--- src/tss_defines.svh ---
`ifndef TSS_DEFINES_SVH
`define TSS_DEFINES_SVH

// Link command codes
`define TSS_CMD_CLEAR_FAULTS  8'h03
`define TSS_CMD_SNAPSHOT      8'hE0
`define TSS_CMD_SUMMARY       8'hE1
`define TSS_CMD_AVERAGED      8'hE2
`define TSS_CMD_AUX_HIGH      8'hE3
`define TSS_CMD_AUX_LOW       8'hE4

// Summary word bit positions
`define TSS_BIT_OCOP_WARN     14
`define TSS_BIT_IN_LOW_WARN   13
`define TSS_BIT_IN_HIGH_WARN  12
`define TSS_BIT_OVERTEMP_WARN_FLAG       10
`define TSS_BIT_AUX_LOW_WARN  9
`define TSS_BIT_AUX_HIGH_WARN 8
`define TSS_BIT_PRESET        7
`define TSS_BIT_OT_FAULT      2
`define TSS_BIT_COMM_FAULT    1

// Reset values and limits
`define TSS_SUMMARY_RST       16'h0080
`define TSS_SUMMARY_KEEP      16'h0080
`define TSS_AUX_HIGH_RST      12'hFFF
`define TSS_AUX_LOW_RST       12'h000
`define TSS_AUX_HIGH_OFF      12'hFFF
`define TSS_AUX_LOW_OFF       12'h000
`define TSS_BLOCK_COUNT       8'h0C
`define TSS_BLOCK_LEN         4'hD
`define TSS_WORD_LEN          4'h2

// Live refresh period against the 50 ns clock, rounded down, at least one
`define TSS_CLK_PERIOD_NS     50
`define TSS_LIVE_PERIOD_NS    85
`define TSS_LIVE_CYCLES       ((`TSS_LIVE_PERIOD_NS / `TSS_CLK_PERIOD_NS) < 1 ? 1 : \
                               (`TSS_LIVE_PERIOD_NS / `TSS_CLK_PERIOD_NS))

// Controller APB register offsets
`define TSS_APB_CTRL          8'h00
`define TSS_APB_WDATA         8'h04
`define TSS_APB_STATUS        8'h08
`define TSS_APB_RDATA0        8'h0C
`define TSS_APB_RDATA1        8'h10
`define TSS_APB_RDATA2        8'h14
`define TSS_APB_COUNT         8'h18
`define TSS_CTRL_START_BIT    16

`endif

--- src/tss_pkg.sv ---
package tss_pkg;

    typedef enum logic [1:0] {
        XFER_SEND_BYTE  = 2'b00,
        XFER_WRITE_WORD = 2'b01,
        XFER_READ_WORD  = 2'b10,
        XFER_READ_BLOCK = 2'b11
    } tss_xfer_t;

    typedef enum logic [0:0] {
        HOST_IDLE = 1'b0,
        HOST_WAIT = 1'b1
    } tss_host_state_t;

endpackage : tss_pkg

--- src/tss_link_if.sv ---
interface tss_link_if (
    input logic clk_i
);
    import tss_pkg::*;

    logic            req;
    tss_xfer_t       xfer;
    logic [7:0]      cmd;
    logic [15:0]     wdata;
    logic            rvalid;
    logic [7:0]      rbyte;
    logic            done;
    logic            nack;
    logic            alert;

    modport dev (
        input  req,
        input  xfer,
        input  cmd,
        input  wdata,
        output rvalid,
        output rbyte,
        output done,
        output nack,
        output alert
    );

    modport host (
        output req,
        output xfer,
        output cmd,
        output wdata,
        input  rvalid,
        input  rbyte,
        input  done,
        input  nack,
        input  alert
    );

endinterface : tss_link_if

--- src/tss_byte_tx.sv ---
module tss_byte_tx (
    // Clock and reset
    input  wire logic         clk_i,
    input  wire logic         rst_i,
    // Load side
    input  wire logic         load_i,
    input  wire logic [103:0] frame_i,
    input  wire logic [3:0]   len_i,
    input  wire logic         nack_i,
    output logic              busy_o,
    // Byte stream
    output logic              rvalid_o,
    output logic [7:0]        rbyte_o,
    output logic              done_o,
    output logic              nack_o
);
    import tss_pkg::*;

    typedef struct packed {
        logic         busy;
        logic [103:0] frame;
        logic [3:0]   left;
        logic         hold_nack;
        logic         rvalid;
        logic [7:0]   rbyte;
        logic         done;
        logic         nack;
    } tss_tx_state_t;

    tss_tx_state_t s;
    tss_tx_state_t next_s;

    always_comb begin
        next_s        = s;
        next_s.rvalid = 1'b0;
        next_s.done   = 1'b0;
        next_s.nack   = 1'b0;
        if (!s.busy && load_i) begin
            next_s.busy      = 1'b1;
            next_s.frame     = frame_i;
            next_s.left      = len_i;
            next_s.hold_nack = nack_i;
        end else if (s.busy) begin
            if (s.left != 4'h0) begin
                // Low byte leaves first
                next_s.rvalid = 1'b1;
                next_s.rbyte  = s.frame[7:0];
                next_s.frame  = {8'h00, s.frame[103:8]};
                next_s.left   = s.left - 4'h1;
            end else begin
                next_s.done = 1'b1;
                next_s.nack = s.hold_nack;
                next_s.busy = 1'b0;
            end
        end
    end

    always_ff @(posedge clk_i) begin
        if (rst_i) begin
            s <= '0;
        end else begin
            s <= next_s;
        end
    end

    assign busy_o   = s.busy;
    assign rvalid_o = s.rvalid;
    assign rbyte_o  = s.rbyte;
    assign done_o   = s.done;
    assign nack_o   = s.nack;

endmodule : tss_byte_tx

--- src/tss_device.sv ---
// Notes on behaviour
// - First alert freezes live bundle; E0h returns it
// - Snapshot disarmed until clear-faults command
// - Snapshot same layout, loaded only on alert
// - E1h returns every fault and warning flag
// - Summary word leads every bundle
// - Warning bits 14,13,12,10,9,8 reset zero
// - Bits 2,1 faults; bit 7 preset; reserved zero
// - E2h: count 12, six words fixed order
// - Averaged values captured together, time-aligned
// - Host reads averaged bundle by block read
// - Aux above E3h threshold sets warning, alert
// - High threshold 0FFFh disables detection
// - Aux below E4h threshold sets warning, alert
// - Low threshold 0000h disables detection
// - Thresholds accessed only by word transfers
// - Words travel low byte first, 12 bits
// - Values 0..4095, temperature up to 65535
// - Host scales words by m, b, R
// - Live bundle refreshes only while link idle
// - Range select changes current and power scaling; here only registered to range_o
//
// Design decision made here: register access over APB.
`include "tss_defines.svh"

module tss_device (
    // Clock and reset
    input  wire logic          clk_i,
    input  wire logic          rst_i,
    // Link to the host
    tss_link_if.dev            link,
    // Live telemetry
    input  wire logic [11:0]   input_current_i,
    input  wire logic [11:0]   aux_voltage_i,
    input  wire logic [11:0]   input_voltage_i,
    input  wire logic [11:0]   power_i,
    input  wire logic [15:0]   temperature_i,
    // Averaged telemetry, all four valid together
    input  wire logic          avg_valid_i,
    input  wire logic [11:0]   avg_input_current_i,
    input  wire logic [11:0]   avg_aux_voltage_i,
    input  wire logic [11:0]   avg_input_voltage_i,
    input  wire logic [11:0]   avg_power_i,
    // Conditions from the other monitors
    input  wire logic          overcurrent_warn_i,
    input  wire logic          overpower_warn_i,
    input  wire logic          input_low_warn_i,
    input  wire logic          input_high_warn_i,
    input  wire logic          overtemp_warn_i,
    input  wire logic          overtemp_fault_i,
    input  wire logic          range_sel_i,
    // Status
    output logic               alert_o,
    output logic               range_o,
    output logic [15:0]        summary_o,
    output logic               snapshot_armed_o
);
    import tss_pkg::*;

    typedef struct packed {
        logic [95:0] live;
        logic [95:0] snap;
        logic [95:0] avg;
        logic [15:0] summary;
        logic [11:0] aux_high;
        logic [11:0] aux_low;
        logic        armed;
        logic        alert;
        logic        range;
    } tss_dev_state_t;

    tss_dev_state_t s;
    tss_dev_state_t next_s;

    logic         tx_load;
    logic [103:0] tx_frame;
    logic [3:0]   tx_len;
    logic         tx_nack;
    logic         tx_busy;
    logic [15:0]  set_bits;
    logic         bad_req;
    logic         clear_req;

    function automatic logic [15:0] word12(input logic [11:0] v);
        word12 = {4'h0, v};
    endfunction : word12

    tss_byte_tx u_tx (
        .clk_i    (clk_i),
        .rst_i    (rst_i),
        .load_i   (tx_load),
        .frame_i  (tx_frame),
        .len_i    (tx_len),
        .nack_i   (tx_nack),
        .busy_o   (tx_busy),
        .rvalid_o (link.rvalid),
        .rbyte_o  (link.rbyte),
        .done_o   (link.done),
        .nack_o   (link.nack)
    );

    always_comb begin
        next_s    = s;
        tx_load   = 1'b0;
        tx_frame  = '0;
        tx_len    = 4'h0;
        tx_nack   = 1'b0;
        bad_req   = 1'b0;
        clear_req = 1'b0;
        set_bits  = 16'h0000;

        // Request decode; a request that arrives while an answer is still going out is ignored
        if (link.req && !tx_busy) begin
            tx_load = 1'b1;
            case (link.cmd)
                `TSS_CMD_SNAPSHOT: begin
                    if (link.xfer == XFER_READ_BLOCK) begin
                        tx_frame = {s.snap, `TSS_BLOCK_COUNT};
                        tx_len   = `TSS_BLOCK_LEN;
                    end else begin
                        bad_req = 1'b1;
                    end
                end
                `TSS_CMD_SUMMARY: begin
                    if (link.xfer == XFER_READ_WORD) begin
                        tx_frame = {88'h0, s.summary};
                        tx_len   = `TSS_WORD_LEN;
                    end else begin
                        bad_req = 1'b1;
                    end
                end
                `TSS_CMD_AVERAGED: begin
                    if (link.xfer == XFER_READ_BLOCK) begin
                        tx_frame = {s.avg, `TSS_BLOCK_COUNT};
                        tx_len   = `TSS_BLOCK_LEN;
                    end else begin
                        bad_req = 1'b1;
                    end
                end
                `TSS_CMD_AUX_HIGH, `TSS_CMD_AUX_LOW: begin
                    // Word transfers only; values above 4095 are refused
                    if (link.xfer == XFER_READ_WORD) begin
                        tx_frame = {88'h0, word12(link.cmd == `TSS_CMD_AUX_HIGH ?
                                                  s.aux_high : s.aux_low)};
                        tx_len   = `TSS_WORD_LEN;
                    end else if (link.xfer == XFER_WRITE_WORD &&
                                 link.wdata[15:12] == 4'h0) begin
                        if (link.cmd == `TSS_CMD_AUX_HIGH) begin
                            next_s.aux_high = link.wdata[11:0];
                        end else begin
                            next_s.aux_low = link.wdata[11:0];
                        end
                        // Limits no longer at their defaults
                        next_s.summary[`TSS_BIT_PRESET] = 1'b0;
                    end else begin
                        bad_req = 1'b1;
                    end
                end
                `TSS_CMD_CLEAR_FAULTS: begin
                    if (link.xfer == XFER_SEND_BYTE) begin
                        clear_req = 1'b1;
                    end else begin
                        bad_req = 1'b1;
                    end
                end
                default: begin
                    bad_req = 1'b1;
                end
            endcase
            if (bad_req) begin
                tx_frame = '0;
                tx_len   = 4'h0;
                tx_nack  = 1'b1;
            end
        end

        // Condition events
        set_bits[`TSS_BIT_OCOP_WARN]    = overcurrent_warn_i | overpower_warn_i;
        set_bits[`TSS_BIT_IN_LOW_WARN]  = input_low_warn_i;
        set_bits[`TSS_BIT_IN_HIGH_WARN] = input_high_warn_i;
        set_bits[`TSS_BIT_OVERTEMP_WARN_FLAG]      = overtemp_warn_i;
        set_bits[`TSS_BIT_AUX_HIGH_WARN] = (s.aux_high != `TSS_AUX_HIGH_OFF) &&
                                          (aux_voltage_i > s.aux_high);
        set_bits[`TSS_BIT_AUX_LOW_WARN]  = (s.aux_low != `TSS_AUX_LOW_OFF) &&
                                          (aux_voltage_i < s.aux_low);
        set_bits[`TSS_BIT_OT_FAULT]     = overtemp_fault_i;
        set_bits[`TSS_BIT_COMM_FAULT]   = bad_req;

        // Sticky flags; an event in the clearing cycle survives
        if (clear_req) begin
            next_s.summary = next_s.summary & `TSS_SUMMARY_KEEP;
            next_s.armed   = 1'b1;
        end
        next_s.summary = next_s.summary | set_bits;

        // Alert follows any warning or fault, not the preset flag
        next_s.alert = |(next_s.summary & ~`TSS_SUMMARY_KEEP);

        // Frozen once per arming, from the live bundle at the alert edge
        if (s.alert && s.armed && !clear_req) begin
            next_s.snap  = s.live;
            next_s.armed = 1'b0;
        end

        // Held during a transfer so an answer in flight stays coherent
        if (!tx_busy && !link.req) begin
            next_s.live = {temperature_i, word12(power_i), word12(input_voltage_i),
                           word12(aux_voltage_i), word12(input_current_i),
                           next_s.summary};
        end

        // All averages taken on one strobe; temperature has no average
        if (avg_valid_i) begin
            next_s.avg = {temperature_i, word12(avg_power_i), word12(avg_input_voltage_i),
                          word12(avg_aux_voltage_i), word12(avg_input_current_i),
                          s.summary};
        end else begin
            next_s.avg[15:0] = s.summary;
        end

        next_s.range = range_sel_i;
    end

    always_ff @(posedge clk_i) begin
        if (rst_i) begin
            s          <= '0;
            s.summary  <= `TSS_SUMMARY_RST;
            s.aux_high <= `TSS_AUX_HIGH_RST;
            s.aux_low  <= `TSS_AUX_LOW_RST;
            s.armed    <= 1'b1;
        end else begin
            s <= next_s;
        end
    end

    assign link.alert       = s.alert;
    assign alert_o          = s.alert;
    assign range_o          = s.range;
    assign summary_o        = s.summary;
    assign snapshot_armed_o = s.armed;

endmodule : tss_device

--- src/flat_wrapper.sv ---
// flat-port wrapper written by rule: the top's interface ports become plain ports
module tss_device_flat import tss_pkg::*;
  (clk_i, rst_i, input_current_i, aux_voltage_i, input_voltage_i, power_i, temperature_i, avg_valid_i, avg_input_current_i, avg_aux_voltage_i, avg_input_voltage_i, avg_power_i, overcurrent_warn_i, overpower_warn_i, input_low_warn_i, input_high_warn_i, overtemp_warn_i, overtemp_fault_i, range_sel_i, alert_o, range_o, summary_o, snapshot_armed_o, link_req, link_xfer, link_cmd, link_wdata, link_rvalid, link_rbyte, link_done, link_nack, link_alert);
  tss_link_if link_i (.clk_i(clk_i));
  input  wire logic clk_i;
  input  wire logic rst_i;
  input  wire logic [11:0] input_current_i;
  input  wire logic [11:0] aux_voltage_i;
  input  wire logic [11:0] input_voltage_i;
  input  wire logic [11:0] power_i;
  input  wire logic [15:0] temperature_i;
  input  wire logic avg_valid_i;
  input  wire logic [11:0] avg_input_current_i;
  input  wire logic [11:0] avg_aux_voltage_i;
  input  wire logic [11:0] avg_input_voltage_i;
  input  wire logic [11:0] avg_power_i;
  input  wire logic overcurrent_warn_i;
  input  wire logic overpower_warn_i;
  input  wire logic input_low_warn_i;
  input  wire logic input_high_warn_i;
  input  wire logic overtemp_warn_i;
  input  wire logic overtemp_fault_i;
  input  wire logic range_sel_i;
  output logic alert_o;
  output logic range_o;
  output logic [15:0] summary_o;
  output logic snapshot_armed_o;
  input wire logic [$bits(link_i.req)-1:0] link_req;
  input wire logic [$bits(link_i.xfer)-1:0] link_xfer;
  input wire logic [$bits(link_i.cmd)-1:0] link_cmd;
  input wire logic [$bits(link_i.wdata)-1:0] link_wdata;
  output wire logic [$bits(link_i.rvalid)-1:0] link_rvalid;
  output wire logic [$bits(link_i.rbyte)-1:0] link_rbyte;
  output wire logic [$bits(link_i.done)-1:0] link_done;
  output wire logic [$bits(link_i.nack)-1:0] link_nack;
  output wire logic [$bits(link_i.alert)-1:0] link_alert;
  assign link_i.req = link_req;
  assign link_i.xfer = link_xfer;
  assign link_i.cmd = link_cmd;
  assign link_i.wdata = link_wdata;
  assign link_rvalid = link_i.rvalid;
  assign link_rbyte = link_i.rbyte;
  assign link_done = link_i.done;
  assign link_nack = link_i.nack;
  assign link_alert = link_i.alert;
  tss_device u_core (.clk_i(clk_i), .rst_i(rst_i), .link(link_i), .input_current_i(input_current_i), .aux_voltage_i(aux_voltage_i), .input_voltage_i(input_voltage_i), .power_i(power_i), .temperature_i(temperature_i), .avg_valid_i(avg_valid_i), .avg_input_current_i(avg_input_current_i), .avg_aux_voltage_i(avg_aux_voltage_i), .avg_input_voltage_i(avg_input_voltage_i), .avg_power_i(avg_power_i), .overcurrent_warn_i(overcurrent_warn_i), .overpower_warn_i(overpower_warn_i), .input_low_warn_i(input_low_warn_i), .input_high_warn_i(input_high_warn_i), .overtemp_warn_i(overtemp_warn_i), .overtemp_fault_i(overtemp_fault_i), .range_sel_i(range_sel_i), .alert_o(alert_o), .range_o(range_o), .summary_o(summary_o), .snapshot_armed_o(snapshot_armed_o));
endmodule
--- config.mk ---
export PLATFORM = sky130hd
export DESIGN_NAME = tss_device_flat
export DESIGN_NICKNAME = d
export VERILOG_FILES = /design/src/tss_pkg.sv /design/src/tss_link_if.sv /design/src/tss_byte_tx.sv /design/src/tss_device.sv /design/src/flat_wrapper.sv
export VERILOG_INCLUDE_DIRS = /design/src /design/src/src
export SDC_FILE = /design/constraint.sdc
export NUM_CORES = 1
export LEC_CHECK = 0
export ABC_AREA = 1
export BUFFER_PORTS_ARGS = -buffer_cell sky130_fd_sc_hd__buf_2
export CAP_MARGIN = 15
export CORE_MARGIN = 2
export CORE_UTILIZATION = 45
export CTS_BUF_LIST = sky130_fd_sc_hd__clkbuf_4
export CTS_CLUSTER_DIAMETER = 50
export DETAILED_ROUTE_END_ITERATION = 16
export PLACE_DENSITY = 0.75
export SLEW_MARGIN = 20
export SYNTH_ARGS = -nofsm -noshare
export SYNTH_HDL_FRONTEND = slang
export SYNTH_HIERARCHICAL = 1
export SYNTH_SLANG_ARGS = --single-unit
--- constraint.sdc ---
create_clock -name clk_i -period 5.1 [get_ports clk_i]
set_clock_uncertainty 0.2 [all_clocks]
set_input_delay 0.255 -clock clk_i [delete_from_list [all_inputs] [get_ports clk_i]]
set_output_delay 0.255 -clock clk_i [all_outputs]
set_load 0.005 [all_outputs]
==> results_dict.tcl <==
set metrics [dict create \
    hp-class "input pin to flop" \
    start_kind "input pin" \
    synthArstFlopShare_pct 0 \
    final_hold_viol_count 0 \
    area_growth_pct 22.38 \
    insertion_delay_ps 770 \
    num-nets-final 3051 \
    wl_mm 54.44 \
    cp.arrival_ps 4550 \
    route.detailed.drc 0 \
    crit_path_max_fanout 82 \
    rsz0062_at_grt "no" \
    path_clk_slew_ps 70 \
    netlist_instances 2584 \
    drv_slew 0 \
    grt_pass1_vias 17970 \
    gp_congestion 0.8452 \
    status "completed" \
    end_kind "flop" \
    required_ps 5580 \
    drive_gt1_share_pct 12.82 \
    utilization_pct 55.91 \
    std_cell_rows 72 \
    ys_ff_latch 404 \
    io_buffers 179 \
    clock_path_buffers 3 \
    setup_tns_ps 0 \
    synth-edff-count 0 \
    max_cap_viol_count 0 \
    setup_viol 0 \
    die_y_um 202.3 \
    synthSimpleGateAreaFrac_pct 30.37 \
    synth_common_cells "nand2_1 (655), nor2_1 (490), dfxtp_1 (404)" \
    fin_crit_sh_pct 79.83 \
    tritoncts "built" \
    dieArea_um2 40930 \
    start_util_pct 45.68 \
    drt_pass1_iterations 6 \
    synth_mux_area_share_pct 0 \
    syn_avg_cell_area_um2 6.849 \
    grt_max_degree 158 \
    synth_cell_type_count 37 \
    core-area_um2 38740 \
    netlist.top_cell.by_area "dfxtp_1" \
    post-synth-top-area-fraction_pct 45.70 \
    relSlewSlack_pct 28.64 \
    ys_seq_area_share_pct 45.70 \
    synth-xor-area-share_pct 0 \
    grt_pass1_wl_mm 87.57 \
    grt-ovfl-total 0 \
    power_density_nw_per_um2 314.3 \
    synthAdderAreaFrac_pct 1.768 \
    synthTopCellsByArea "dfxtp_1 (46%), nand2_1 (14%), nor2_1 (10%), o21ai_0 (6.9%), a21oi_1 (6.9%)" \
    fmax_mhz 245.6 \
    ir_drop_mv 0.1678 \
    synth_top_family_by_area "simple AND/OR/NAND/NOR gates" \
    via_per_inst 5.288 \
    critical_path_class "input pin to flop" \
    track_usage_pct 25.80 \
    clock_sinks 404 \
    p_leak_uw 0.009138 \
    hold_ws_ps 70.82 \
    htree_levels 3 \
    synth-warning-count 6 \
    hpwl_mm 31.48 \
    root_buffer "clkbuf_4" \
    setup_ws_ps 1029 \
    drtIter0Drc 1767 \
    period_minus_slack_ps 4071 \
    num_vias 18300 \
    ys.flop_type "dfxtp_1" \
    place_ws_ps 1528 \
    io_pins 180 \
    postRouteAntennaNets 0 \
    antenna_found_initial 2 \
    synth_compound_area_share_pct 14.98 \
    yosysMostFrequentCell "nand2_1" \
    cts_resized 0 \
    dieWidth_um 202.3 \
    worstMarginPinSlew_ps 1070 \
    routedWlPerCell_um 15.73 \
    cts_made_buffers 102 \
    synth_area_um2 17700 \
]
[power by group]
group	switching [uW]	leakage [uW]	internal (uW)
registers	94.9	0.00331	3310
clock network	1280	0.000736	1390
logic	466	0.00509	267
total	1840	0.00914	4970
[worst paths after layout]
kind	from	end	slack, ps	cells past startpoint
hold / removal	avg_power_i[8]	u_core/s[115]$_SDFFE_PP0P_	70	4
setup reg to reg	u_core/u_tx/busy_o$_SDFF_PP0_	u_core/s[260]$_SDFFE_PP0P_	1680	6
hold reg to reg	u_core/u_tx/s[11]$_SDFFE_PP0P_	u_core/u_tx/nack_o$_SDFF_PP0_	250	2
setup / recovery	link_cmd[1]	u_core/u_tx/s[46]$_SDFFE_PP0P_	1030	17
[placed cells by master (no fill, tap or decap), drive strengths merged, types with 25 or more instances in the layout]
cell type	instances
a21oi	244
buf	193
clkbuf	152
dfxtp	404
dlygate4sd3	185
ha	25
inv	92
nand2	659
nand3	157
nor2	495
o21ai	247
[state kept, by name (all words and copies together), names as in the netlist]
register and count:
u_core/s 264, u_core/u_tx/s 109, u_core/summary_o 16, u_core/u_tx/rbyte_o 8, u_core/alert_o 1, u_core/range_o 1
u_core/snapshot_armed_o 1, u_core/u_tx/busy_o 1, u_core/u_tx/done_o 1, u_core/u_tx/nack_o 1, u_core/u_tx/rvalid_o 1
[area by class of cell]
class	instances	area, um2
fillers	3645	17080
flip-flops and latches	404	8092
multi-input cells	1896	8432
diodes	2	5.005
clock inverters	15	87.58
clock buffers	152	1141
inverters	95	367.9
repair buffers	378	2885
well taps	518	648.1
[what timing repair did]
action                    4_1_cts  5_1_grt
hold buffers                  184        1
hold endpoints to repair      259       13
buffers inserted                0        0
[routing by layer]
layer | GRT usage (%) | part of all wire, %
met5 | 0 | 0
met4 | 12.43 | 3.6
met3 | 4.740 | 7.0
met2 | 43.46 | 47
met1 | 31.79 | 42
[logic make-up after synthesis]
family          after synthesis
simple gates               1339
compound gates              516
flops                       404
buf+inv                     299
fa+ha+maj                    25
other cells                   1
[worst max-delay path: stages]
cell           delay (ps)
dlygate4sd3_1         520
buf_2                 140
nor2_1                 60
nand3_1                60
dlygate4sd3_1         550
nand2_1                50
dlygate4sd3_1         570
nand2_2               160
inv_2                 120
nand2_1               110
and2_4                170
nand3_4               730
a21oi_1               590
nand2_1               100
nand2_1               100
nand2_1                50
a21oi_1               150
[through the flow]
step | area (um2) | std cells | total power (uW)
after CTS | 21600 | 3456 | 6826
final | 21660 | 3460 | 6808
after global placement | 18520 | 3105 | 4058
after detailed placement | 18530 | 3105 | 4079
after global routing | 21660 | 3460 | 7100
after floorplan | 17750 | 2599 | 3869
(Power assumes the default switching activity.)
